--- src/atomic_rmw_pkg.sv ---
package atomic_rmw_pkg;

	typedef enum logic [2:0] {
		ST_CMD,
		ST_EXT,
		ST_HDR,
		ST_PAY,
		ST_EXEC,
		ST_RESP
	} state_t;

	// Packet command codes
	localparam logic [5:0] CMD_ATOMIC    = 6'h3D;
	localparam logic [5:0] CMD_ADDR_EXT  = 6'h3E;
	localparam logic [5:0] CMD_RD_REPLY  = 6'h30;

	// Size field values
	localparam logic [3:0] CNT_FETCH_ADD = 4'h1;
	localparam logic [3:0] CNT_CMP_SWAP  = 4'h3;
	localparam logic [3:0] RESP_COUNT    = 4'h1;

	// Error encodings as {error_bit_high, error_bit_low}
	localparam logic [1:0] ERR_NONE      = 2'h0;
	localparam logic [1:0] ERR_TGT_ABORT = 2'h1;

	// Implied attribute bits of an atomic request; bridge bit of its reply
	localparam logic       IMPLIED_COHERENT  = 1'h1;
	localparam logic       IMPLIED_ISOC      = 1'h0;
	localparam logic       IMPLIED_RESP_PASS = 1'h0;
	localparam logic       RESP_BRIDGE       = 1'h1;

	// Last byte indexes of packets; reply header length in bytes
	localparam logic [3:0] EXT_LAST_IDX  = 4'h2;
	localparam logic [3:0] HDR_LAST_IDX  = 4'h7;
	localparam logic [3:0] RESP_LAST_IDX = 4'hB;
	localparam logic [3:0] RESP_HDR_LEN  = 4'h4;

	// Backing quadword store
	localparam int         MEM_DEPTH = 16;
	localparam int         MEM_AW    = 4;

	// Register byte offsets
	localparam logic [7:0] REG_CTRL   = 8'h00;
	localparam logic [7:0] REG_STATUS = 8'h04;
	localparam logic [7:0] REG_WINDOW = 8'h08;
	localparam logic [7:0] REG_MIDX   = 8'h0C;
	localparam logic [7:0] REG_MLO    = 8'h10;
	localparam logic [7:0] REG_MHI    = 8'h14;
	localparam logic [7:0] REG_COUNTS = 8'h18;

	// Control fields and reset values
	localparam int          CTRL_EN_BIT    = 0;
	localparam logic [31:0] CTRL_RESET     = 32'h0000_0001;
	localparam logic [31:0] WINDOW_RESET   = 32'h0000_0000;
	localparam logic [31:0] MIDX_RESET     = 32'h0000_0000;

endpackage : atomic_rmw_pkg

--- src/atomic_rmw_target.sv ---
`timescale 1ns/1ns
// Overview of operation
// - Atomic request is code 111101, eight bytes, split size.
// - Quadword aligned; address bits 39..3 carried.
// - Fetch-add returns old value, stores wrapping sum.
// - Compare-swap returns old, writes input on match.
// - Read and write indivisible; bus locked out.
// - Size selects operation; payload length always from size.
// - Size field is doublewords minus one.
// - Answered by one-quadword read reply with old value.
// - Reply size field is always 1.
// - Atomics disabled gives target-abort reply.
// - Target abort is high error 0, low 1.
// - Address outside host window gets target abort.
// - Coherent, non-isochronous, reply may not pass posted.
// - Extension doubleword supplies address bits 63..40.
// - Nothing between extension and its request.
// - Extension and request handled as one request.
// - No extension means upper address bits zero.
module atomic_rmw_target (
	input  wire logic        clk,
	input  wire logic        sys_rst,
	input  wire logic        rxValid,
	input  wire logic [7:0]  rxData,
	output logic             rxReady,
	output logic             txValid,
	output logic [7:0]       txData,
	input  wire logic        txReady,
	input  wire logic        cyc_i,
	input  wire logic        stb_i,
	input  wire logic        we_i,
	input  wire logic [7:0]  adr_i,
	input  wire logic [3:0]  sel_i,
	input  wire logic [31:0] dat_i,
	output logic [31:0]      dat_o,
	output logic             ack_o
);

	function automatic logic [31:0] mergeSel(input logic [31:0] old,
		input logic [31:0] wdat, input logic [3:0] sel);
		logic [31:0] res;
		res = old;
		for (int b = 0; b < 4; b++) begin
			if (sel[b]) begin
				res[b*8 +: 8] = wdat[b*8 +: 8];
			end
		end
		return res;
	endfunction : mergeSel

	// Reply byte builder: four header bytes then data, low byte first
	function automatic logic [7:0] replyByte(input logic [3:0] idx,
		input logic [4:0] stream_unit_id, input logic [4:0] source_transaction_tag,
		input logic [1:0] err, input logic [63:0] val);
		logic [7:0] res;
		res = 8'h00;
		unique case (idx)
			4'h0: res = {atomic_rmw_pkg::IMPLIED_ISOC, 1'h0,
				atomic_rmw_pkg::CMD_RD_REPLY};
			4'h1: res = {atomic_rmw_pkg::IMPLIED_RESP_PASS,
				atomic_rmw_pkg::RESP_BRIDGE, 1'h0, stream_unit_id};
			4'h2: res = {atomic_rmw_pkg::RESP_COUNT[1:0], err[0],
				source_transaction_tag};
			4'h3: res = {2'h0, err[1], 3'h0,
				atomic_rmw_pkg::RESP_COUNT[3:2]};
			default: res = val[(idx - atomic_rmw_pkg::RESP_HDR_LEN)*8 +: 8];
		endcase
		return res;
	endfunction : replyByte

	logic [63:0] mem [atomic_rmw_pkg::MEM_DEPTH];

	atomic_rmw_pkg::state_t state_r, state_nxt;
	logic [3:0]  idx_r, idx_nxt;
	logic [5:0]  payIdx_r, payIdx_nxt;
	logic        extSeen_r, extSeen_nxt;
	logic [23:0] addrHi_r, addrHi_nxt;
	logic [39:3] addrLo_r, addrLo_nxt;
	logic [3:0]  count_r, count_nxt;
	logic [4:0]  stream_unit_id_r, stream_unit_id_nxt;
	logic [4:0]  source_transaction_tag_r, source_transaction_tag_nxt;
	logic [63:0] opA_r, opA_nxt;
	logic [63:0] opB_r, opB_nxt;
	logic [63:0] outVal_r, outVal_nxt;
	logic [1:0]  err_r, err_nxt;
	logic [15:0] doneCnt_r, doneCnt_nxt;
	logic [15:0] abortCnt_r, abortCnt_nxt;
	logic        rxReady_r, rxReady_nxt;
	logic        txValid_r, txValid_nxt;
	logic [7:0]  txData_r, txData_nxt;

	logic [31:0] ctrl_r, ctrl_nxt;
	logic [31:0] window_r, window_nxt;
	logic [31:0] midx_r, midx_nxt;
	logic [31:0] datO_r, datO_nxt;
	logic        ack_r, ack_nxt;

	logic        rxTake;
	logic        txTake;
	logic [6:0]  payBytes;
	logic        inHost;
	logic        abortReq;
	logic [63:0] memOld;
	logic        engWe;
	logic [63:0] engWData;
	logic        busReq;
	logic        busWr;
	logic [63:0] busWord;
	logic        busMemWe;
	logic [63:0] busWData;

	localparam int MEM_AWX = atomic_rmw_pkg::MEM_AW;

	assign rxReady = rxReady_r;
	assign txValid = txValid_r;
	assign txData  = txData_r;
	assign dat_o   = datO_r;
	assign ack_o   = ack_r;

	// Engine: link parse, atomic execution and reply
	always_comb begin
		state_nxt    = state_r;
		idx_nxt      = idx_r;
		payIdx_nxt   = payIdx_r;
		extSeen_nxt  = extSeen_r;
		addrHi_nxt   = addrHi_r;
		addrLo_nxt   = addrLo_r;
		count_nxt    = count_r;
		stream_unit_id_nxt   = stream_unit_id_r;
		source_transaction_tag_nxt   = source_transaction_tag_r;
		opA_nxt      = opA_r;
		opB_nxt      = opB_r;
		outVal_nxt   = outVal_r;
		err_nxt      = err_r;
		doneCnt_nxt  = doneCnt_r;
		abortCnt_nxt = abortCnt_r;
		txValid_nxt  = txValid_r;
		txData_nxt   = txData_r;
		engWe        = 1'h0;
		engWData     = 64'h0;
		rxTake   = rxValid && rxReady_r;
		txTake   = txValid_r && txReady;
		payBytes = 7'({3'h0, count_r} + 7'h01) << 2;
		memOld   = mem[addrLo_r[3 +: MEM_AWX]];
		// Window compares address bits 38..7; anything higher must be zero
		inHost   = (addrHi_r == 24'h000000) && !addrLo_r[39] &&
			(addrLo_r[38:7] == window_r) &&
			({1'h0, addrLo_r[6:3]} < 5'(atomic_rmw_pkg::MEM_DEPTH));
		abortReq = !ctrl_r[atomic_rmw_pkg::CTRL_EN_BIT] || !inHost ||
			((count_r != atomic_rmw_pkg::CNT_FETCH_ADD) &&
			(count_r != atomic_rmw_pkg::CNT_CMP_SWAP));
		unique case (state_r)
			atomic_rmw_pkg::ST_CMD: begin
				if (rxTake) begin
					if (rxData[5:0] == atomic_rmw_pkg::CMD_ADDR_EXT &&
						!extSeen_r) begin
						state_nxt   = atomic_rmw_pkg::ST_EXT;
						idx_nxt     = 4'h0;
						extSeen_nxt = 1'h1;
					end else if (rxData[5:0] == atomic_rmw_pkg::CMD_ATOMIC) begin
						state_nxt = atomic_rmw_pkg::ST_HDR;
						idx_nxt   = 4'h1;
						if (!extSeen_r) begin
							addrHi_nxt = 24'h000000;
						end
					end else begin
						// A stray packet also cancels a pending extension
						extSeen_nxt = 1'h0;
						addrHi_nxt  = 24'h000000;
					end
				end
			end
			atomic_rmw_pkg::ST_EXT: begin
				if (rxTake) begin
					addrHi_nxt[idx_r[1:0]*8 +: 8] = rxData;
					idx_nxt = idx_r + 4'h1;
					if (idx_r == atomic_rmw_pkg::EXT_LAST_IDX) begin
						state_nxt = atomic_rmw_pkg::ST_CMD;
					end
				end
			end
			atomic_rmw_pkg::ST_HDR: begin
				if (rxTake) begin
					unique case (idx_r)
						4'h1: stream_unit_id_nxt = rxData[4:0];
						4'h2: begin
							count_nxt[1:0] = rxData[7:6];
							source_transaction_tag_nxt     = rxData[4:0];
						end
						4'h3: begin
							count_nxt[3:2] = rxData[1:0];
							addrLo_nxt[7:3] = rxData[7:3];
						end
						4'h4: addrLo_nxt[15:8]  = rxData;
						4'h5: addrLo_nxt[23:16] = rxData;
						4'h6: addrLo_nxt[31:24] = rxData;
						default: addrLo_nxt[39:32] = rxData;
					endcase
					idx_nxt = idx_r + 4'h1;
					if (idx_r == atomic_rmw_pkg::HDR_LAST_IDX) begin
						state_nxt  = atomic_rmw_pkg::ST_PAY;
						payIdx_nxt = 6'h00;
					end
				end
			end
			atomic_rmw_pkg::ST_PAY: begin
				if (rxTake) begin
					if (payIdx_r < 6'h08) begin
						opA_nxt[payIdx_r[2:0]*8 +: 8] = rxData;
					end else if (payIdx_r < 6'h10) begin
						opB_nxt[payIdx_r[2:0]*8 +: 8] = rxData;
					end
					payIdx_nxt = payIdx_r + 6'h01;
					if ({1'h0, payIdx_r} == payBytes - 7'h01) begin
						state_nxt = atomic_rmw_pkg::ST_EXEC;
					end
				end
			end
			atomic_rmw_pkg::ST_EXEC: begin
				// Read and write share this one cycle, so nothing intervenes
				if (abortReq) begin
					outVal_nxt   = 64'h0;
					err_nxt      = atomic_rmw_pkg::ERR_TGT_ABORT;
					abortCnt_nxt = abortCnt_r + 16'h0001;
				end else begin
					outVal_nxt  = memOld;
					err_nxt     = atomic_rmw_pkg::ERR_NONE;
					doneCnt_nxt = doneCnt_r + 16'h0001;
					if (count_r == atomic_rmw_pkg::CNT_FETCH_ADD) begin
						engWe    = 1'h1;
						engWData = memOld + opA_r;
					end else if (memOld == opA_r) begin
						engWe    = 1'h1;
						engWData = opB_r;
					end
				end
				state_nxt   = atomic_rmw_pkg::ST_RESP;
				idx_nxt     = 4'h0;
				txValid_nxt = 1'h1;
				txData_nxt  = replyByte(4'h0, stream_unit_id_r, source_transaction_tag_r, err_nxt,
					outVal_nxt);
			end
			atomic_rmw_pkg::ST_RESP: begin
				if (txTake) begin
					if (idx_r == atomic_rmw_pkg::RESP_LAST_IDX) begin
						txValid_nxt = 1'h0;
						state_nxt   = atomic_rmw_pkg::ST_CMD;
						extSeen_nxt = 1'h0;
						addrHi_nxt  = 24'h000000;
					end else begin
						idx_nxt    = idx_r + 4'h1;
						txData_nxt = replyByte(idx_r + 4'h1, stream_unit_id_r,
							source_transaction_tag_r, err_r, outVal_r);
					end
				end
			end
		endcase
		rxReady_nxt = (state_nxt != atomic_rmw_pkg::ST_EXEC) &&
			(state_nxt != atomic_rmw_pkg::ST_RESP);
	end

	always_ff @(posedge clk or posedge sys_rst) begin
		if (sys_rst) begin
			state_r    <= atomic_rmw_pkg::ST_CMD;
			idx_r      <= 4'h0;
			payIdx_r   <= 6'h00;
			extSeen_r  <= 1'h0;
			addrHi_r   <= 24'h000000;
			addrLo_r   <= 37'h0;
			count_r    <= 4'h0;
			stream_unit_id_r   <= 5'h00;
			source_transaction_tag_r   <= 5'h00;
			opA_r      <= 64'h0;
			opB_r      <= 64'h0;
			outVal_r   <= 64'h0;
			err_r      <= 2'h0;
			doneCnt_r  <= 16'h0000;
			abortCnt_r <= 16'h0000;
			rxReady_r  <= 1'h0;
			txValid_r  <= 1'h0;
			txData_r   <= 8'h00;
		end else begin
			state_r    <= state_nxt;
			idx_r      <= idx_nxt;
			payIdx_r   <= payIdx_nxt;
			extSeen_r  <= extSeen_nxt;
			addrHi_r   <= addrHi_nxt;
			addrLo_r   <= addrLo_nxt;
			count_r    <= count_nxt;
			stream_unit_id_r   <= stream_unit_id_nxt;
			source_transaction_tag_r   <= source_transaction_tag_nxt;
			opA_r      <= opA_nxt;
			opB_r      <= opB_nxt;
			outVal_r   <= outVal_nxt;
			err_r      <= err_nxt;
			doneCnt_r  <= doneCnt_nxt;
			abortCnt_r <= abortCnt_nxt;
			rxReady_r  <= rxReady_nxt;
			txValid_r  <= txValid_nxt;
			txData_r   <= txData_nxt;
		end
	end

	// Register slave; held off during execution to keep memory locked
	always_comb begin
		ctrl_nxt   = ctrl_r;
		window_nxt = window_r;
		midx_nxt   = midx_r;
		datO_nxt   = 32'h0000_0000;
		busReq     = cyc_i && stb_i;
		ack_nxt    = busReq && !ack_r &&
			(state_r != atomic_rmw_pkg::ST_EXEC);
		busWr      = ack_nxt && we_i;
		busWord    = mem[midx_r[MEM_AWX-1:0]];
		busMemWe   = 1'h0;
		busWData   = busWord;
		unique case (adr_i)
			atomic_rmw_pkg::REG_CTRL: begin
				datO_nxt = ctrl_r;
				if (busWr) ctrl_nxt = mergeSel(ctrl_r, dat_i, sel_i);
			end
			atomic_rmw_pkg::REG_STATUS: begin
				datO_nxt = {24'h000000, atomic_rmw_pkg::IMPLIED_COHERENT,
					extSeen_r, (state_r != atomic_rmw_pkg::ST_CMD), err_r,
					3'(state_r)};
			end
			atomic_rmw_pkg::REG_WINDOW: begin
				datO_nxt = window_r;
				if (busWr) window_nxt = mergeSel(window_r, dat_i, sel_i);
			end
			atomic_rmw_pkg::REG_MIDX: begin
				datO_nxt = midx_r;
				if (busWr) midx_nxt = mergeSel(midx_r, dat_i, sel_i);
			end
			atomic_rmw_pkg::REG_MLO: begin
				datO_nxt = busWord[31:0];
				busMemWe = busWr;
				busWData[31:0] = mergeSel(busWord[31:0], dat_i, sel_i);
			end
			atomic_rmw_pkg::REG_MHI: begin
				datO_nxt = busWord[63:32];
				busMemWe = busWr;
				busWData[63:32] = mergeSel(busWord[63:32], dat_i, sel_i);
			end
			atomic_rmw_pkg::REG_COUNTS: datO_nxt = {abortCnt_r, doneCnt_r};
			default: datO_nxt = 32'h0000_0000;
		endcase
		if (!ack_nxt || we_i) begin
			datO_nxt = 32'h0000_0000;
		end
	end

	always_ff @(posedge clk or posedge sys_rst) begin
		if (sys_rst) begin
			ctrl_r   <= atomic_rmw_pkg::CTRL_RESET;
			window_r <= atomic_rmw_pkg::WINDOW_RESET;
			midx_r   <= atomic_rmw_pkg::MIDX_RESET;
			datO_r   <= 32'h0000_0000;
			ack_r    <= 1'h0;
		end else begin
			ctrl_r   <= ctrl_nxt;
			window_r <= window_nxt;
			midx_r   <= midx_nxt;
			datO_r   <= datO_nxt;
			ack_r    <= ack_nxt;
		end
	end

	// Engine and bus never write in the same cycle
	always_ff @(posedge clk) begin
		if (engWe) begin
			mem[addrLo_r[3 +: MEM_AWX]] <= engWData;
		end else if (busMemWe) begin
			mem[midx_r[MEM_AWX-1:0]] <= busWData;
		end
	end

endmodule : atomic_rmw_target

--- config.mk ---
export PLATFORM = sky130hd
export DESIGN_NAME = atomic_rmw_target
export DESIGN_NICKNAME = d
export VERILOG_FILES = /design/src/atomic_rmw_pkg.sv /design/src/atomic_rmw_target.sv
export SDC_FILE = /design/constraint.sdc
export NUM_CORES = 2
export LEC_CHECK = 0
export ABC_CLOCK_PERIOD_IN_PS = 25100
export BUFFER_PORTS_ARGS = -buffer_cell sky130_fd_sc_hd__buf_2
export CAP_MARGIN = 10
export CORE_AREA = 2 2 335 337
export DETAILED_ROUTE_END_ITERATION = 10
export DIE_AREA = 0 0 337 339
export GPL_TIMING_DRIVEN = 0
export PLACE_DENSITY = 0.85
export SLEW_MARGIN = 20
export SYNTH_ARGS = -nofsm -noshare
export SYNTH_HDL_FRONTEND = slang
export SYNTH_SLANG_ARGS = --single-unit
--- constraint.sdc ---
create_clock -name clk -period 25.1 [get_ports clk]
set_input_delay 1.255 -clock clk [delete_from_list [all_inputs] [get_ports clk]]
set_output_delay 1.255 -clock clk [all_outputs]
set_load 0.1 [all_outputs]
==> summary.md <==
| Metric | Value |
|---|---|
| Hpwl dp | ~190000 um |
| Sw Pwr | about 1.3 mW |
| Netlist cell types | a little under 90 |
| Post-CTS Setup Repair Bufs | 0 |
| GRT Total Usage | 0.518 |
| Count of warnings emitted by yosys | 0 |
| Seq cells post-synth | between 1k and 1.5k |
| CP arrival | 9.69 ns |
| Final Non-Filler Cells | around 6.4k |
| Worst-path clk slew | about 0.07 ns |
| Setup Viol. Count Final | 0 |
| Setup Crit Path Kind | register to register |
| Htree depth | 4 |
| R2r setup slk | approximately 16 ns |
| Clk buf depth | 3 |
| # resized after CTS | 0 |
| Crit end category | register |
| Mapped Cells | between 4k and 5k |
| Die Width | ~340 um |
| Setup TNS | 0 ns |
| Synth top area share | 0.429 |
| Layout cells sized above 1 | 0.305 |
| Top cell family by delay on the critical path | buffers and inverters |
| Setup WS post-layout | ~16 ns |
| Unrepaired setup endpoints after global routing | false |
| Total power density per cell area | roughly 66 nW/um^2 |
| Router iterations before antenna repair | 11 |
| Vias per cell | ~8 |
| Die area | roughly 110000 um^2 |
| FMAX | 108 MHz |
| FP Rows | 122 |
| CTS Hold Bufs | 0 |
| Avg WL per Cell | between 40 and 50 um |
| # clock sinks | about 1.5k |
| Syn Area/Cell | between 15 and 20 um^2 |
| Part of the power in combinational logic | 0.065 |
| Worst-Margin Slew | 1.40 ns |
| CP peak stage delay | 1.09 ns |
| FILL cells | around 6.3k |
| Max Cap Viol | 0 |
| Period utilization | 0.368 |
| Clock network power share | 0.443 |
| Most used cell along the critical path | clkbuf_1 |
| Post-DRT Antenna Nets | 0 |
| Net switching share of the total power | 0.246 |
| Die H | between 300 and 400 um |
| Area grow syn2layout | 12.4% |
| Routability cong. | roughly 1.1 |
| Commonest non-fill, non-tap cell in the layout | edfxtp_1 |
| End of the critical path | mem[0][12]$_DFFE_PP_ |
| Post-Synthesis Cell Area | around 72000 um^2 |
| Dpl cells | between 6k and 7k |
| Cell internal pwr | between 4 and 5 mW |
| Post-synth ARST share | 0.307 |
| Post-Route Utilization | 0.729 |
| Iteration-0 DRC Markers | 10.6k |
| Startpoint types | register |
| Clock skew | 0.0311 ns |
| Final Hold Vio Count | 0 |
| Setup crit start | addrLo_r[4]$_DFFE_PP0P_ |
| DRC | 5 |
| Number of port buffers | between 90 and 100 |
| Status | finished, violations left |
| Final Total Pwr | approximately 5.3 mW |
| CTS tree | done |
| Setup WS pre-CTS | about 17 ns |
| Grt total ovfl | 0 |
| Starting Density | 0.649 |
| Primary FF master, synth | edfxtp_1 |
| EDFF count, synth | between 1k and 1.5k |
| Crit. path cell count | 15 |
| Most frequent cells in the layout | 1024 x edfxtp_1, 659 x mux4_2, 452 x dfrtp_1, 414 x nand2_1, 251 x mux2_2 |
| Slew Limit Fails | 0 |
| Total core area | between 100000 and 150000 um^2 |
| Register area share after synthesis | 0.588 |
| R2r endpoint | mem[0][12]$_DFFE_PP_ |
| Crit path cell chain | clkbuf_1, clkbuf_1, clkbuf_1, mux4_2, mux4_2, ha_1, clkbuf_1, nor4_1, nand4_1, nor4_1, nand2_1, a21o_1, o41ai_1, and2_4, buf_16 |
| Number of global-route vias before repair | between 50k and 60k |
| Via count | about 52k |
| Boundary pin count | around 100 |
| R2R depth | 15 |
| Largest net degree at the start of global routing | roughly 110 |
| Slowest CP cell | clkbuf_1 |
| Root buffer selected by CTS | clkbuf_16 |
| Initial antenna violation count | 35 |
| Crit-path max FO | 33 |
| First-pass GRT wire length | about 400000 um |
| Period minus WS final | slightly above 9 ns |
| Worst hold path type | register to register |
| Worst R2R Start | addrLo_r[4]$_DFFE_PP0P_ |
| CP Data Required Time | ~26 ns |
| Flop pwr share | 0.492 |
| Nets@finish | ~5k |
| VDD IR max | approximately 69 uV |
| Synth area leaders | edfxtp_1 43%, mux4_2 21%, dfrtp_1 16%, mux2_2 3.9%, nand2_1 2.2% |
| Failing checks | design-rule violations |
| Lkg Pwr | 27.8 nW |
| WP buf/inv | 5 |
| Mapped Nets | ~4.6k |
| Cts bufs inserted | approximately 150 |
| Yosys top cell by area | edfxtp_1 |
| Total Wirelength | 292000 um |
| Clock Latency Late Sink | just over 0.8 ns |
| Relative slew margins | 0.0669 |
==> kinds of logic after synthesis <==
logic type | synth area share
adders and majority gates | 0.0141
and+or+nand+nor | 0.0560
xor gates and xnor gates | 0.0153
AOI/OAI and AO/OA | 0.0491
buffers and inverters | 0.0194
DFF | 0.588
muxes | 0.259
==> state kept, by name, indices dropped and copies added (netlist names), 24 cells and up <==
register / cells
midx_r: 32
opA_r: 64
addrLo_r: 37
window_r: 32
dat_o: 32
ctrl_r: 32
outVal_r: 64
opB_r: 64
mem: 1024
addrHi_r: 24
==> how the worst min path moves through the flow <==
stage                             start                  endpoint  cells after the start
2_1_floorplan  outVal_r[24]$_DFFE_PP0P_  outVal_r[24]$_DFFE_PP0P_                      2
5_1_grt        outVal_r[29]$_DFFE_PP0P_  outVal_r[29]$_DFFE_PP0P_                      2
6_report       outVal_r[58]$_DFFE_PP0P_  outVal_r[58]$_DFFE_PP0P_                      2
4_1_cts        outVal_r[58]$_DFFE_PP0P_  outVal_r[58]$_DFFE_PP0P_                      2
3_3_place_gp   outVal_r[57]$_DFFE_PP0P_  outVal_r[57]$_DFFE_PP0P_                      2
3_5_place_dp   outVal_r[58]$_DFFE_PP0P_  outVal_r[58]$_DFFE_PP0P_                      2
==> through the flow <==
| stage | hold WS [ns] | cell area (um^2) |
|---|---|---|
| global route | 0.489 | 80400 |
| finish | 0.463 | 80500 |
| CTS | 0.466 | 80200 |
| global placement | 0.445 | 74000 |
| detailed placement | 0.453 | 75200 |
| floorplan | 0.433 | 71600 |
==> power groups by stage <==
stage / logic, mW / clock network [mW] / registers (mW)
after floorplan: 0.193 / 0 / 2.69
after global placement: 0.321 / 0 / 2.67
after detailed placement: 0.330 / 0 / 2.67
after CTS: 0.332 / 2.32 / 2.62
after global routing: 0.364 / 2.41 / 2.62
final: 0.345 / 2.35 / 2.62
==> per-layer routing <==
| layer | part of all wire | track usage | vias up |
|---|---|---|---|
| met2 | 0.42 | 0.729 | 6135 |
| met3 | 0.17 | 0.254 | 1987 |
| met1 | 0.29 | 0.596 | 25800 |
| met5 | 0.0027 | 0.0187 | - |
| met4 | 0.11 | 0.426 | 46 |
| li1 | - | - | 18600 |
==> cell usage after synthesis (all sizes together) (11+ instances only) <==
library cell     n
a21o            26
a21oi          129
a222oi          28
a22oi           21
a31oi           39
and2            29
and3            19
buf             87
clkbuf         223
dfrtp          452
edfxtp        1024
ha              79
inv             46
mux2           251
mux2i           85
mux4           659
nand2          416
nand3          116
nand4           30
nor2           140
nor3            21
nor4            34
o21ai          154
o21bai          11
o221ai          20
o22ai           44
or3             12
xnor2           60
xor2            65
==> worst min-delay path: cells and delay by family (launching register included) <==
family,cells,cell delay [ns]
flip-flops,1,0.34
AND/OR/NAND/NOR,2,0.10
==> final cells by class <==
| class | instances | area, um^2 | area share |
|---|---|---|---|
| Sequential cell | 1477 | 42100 | 0.523 |
| Multi-Input combinational cell | 2616 | 28600 | 0.355 |
| Tap cell | 1488 | 1860 | 0.0231 |
| Antenna cell | 25 | 62.6 | 0.000777 |
| Inverter | 46 | 180 | 0.00224 |
| Clock buffer | 209 | 4360 | 0.0542 |
| Buffer | 310 | 1290 | 0.0160 |
| Timing Repair Buffer | 143 | 1410 | 0.0175 |
| Clock inverter | 74 | 652 | 0.00810 |
No activity file was read; power rests on OpenSTA's default activity.
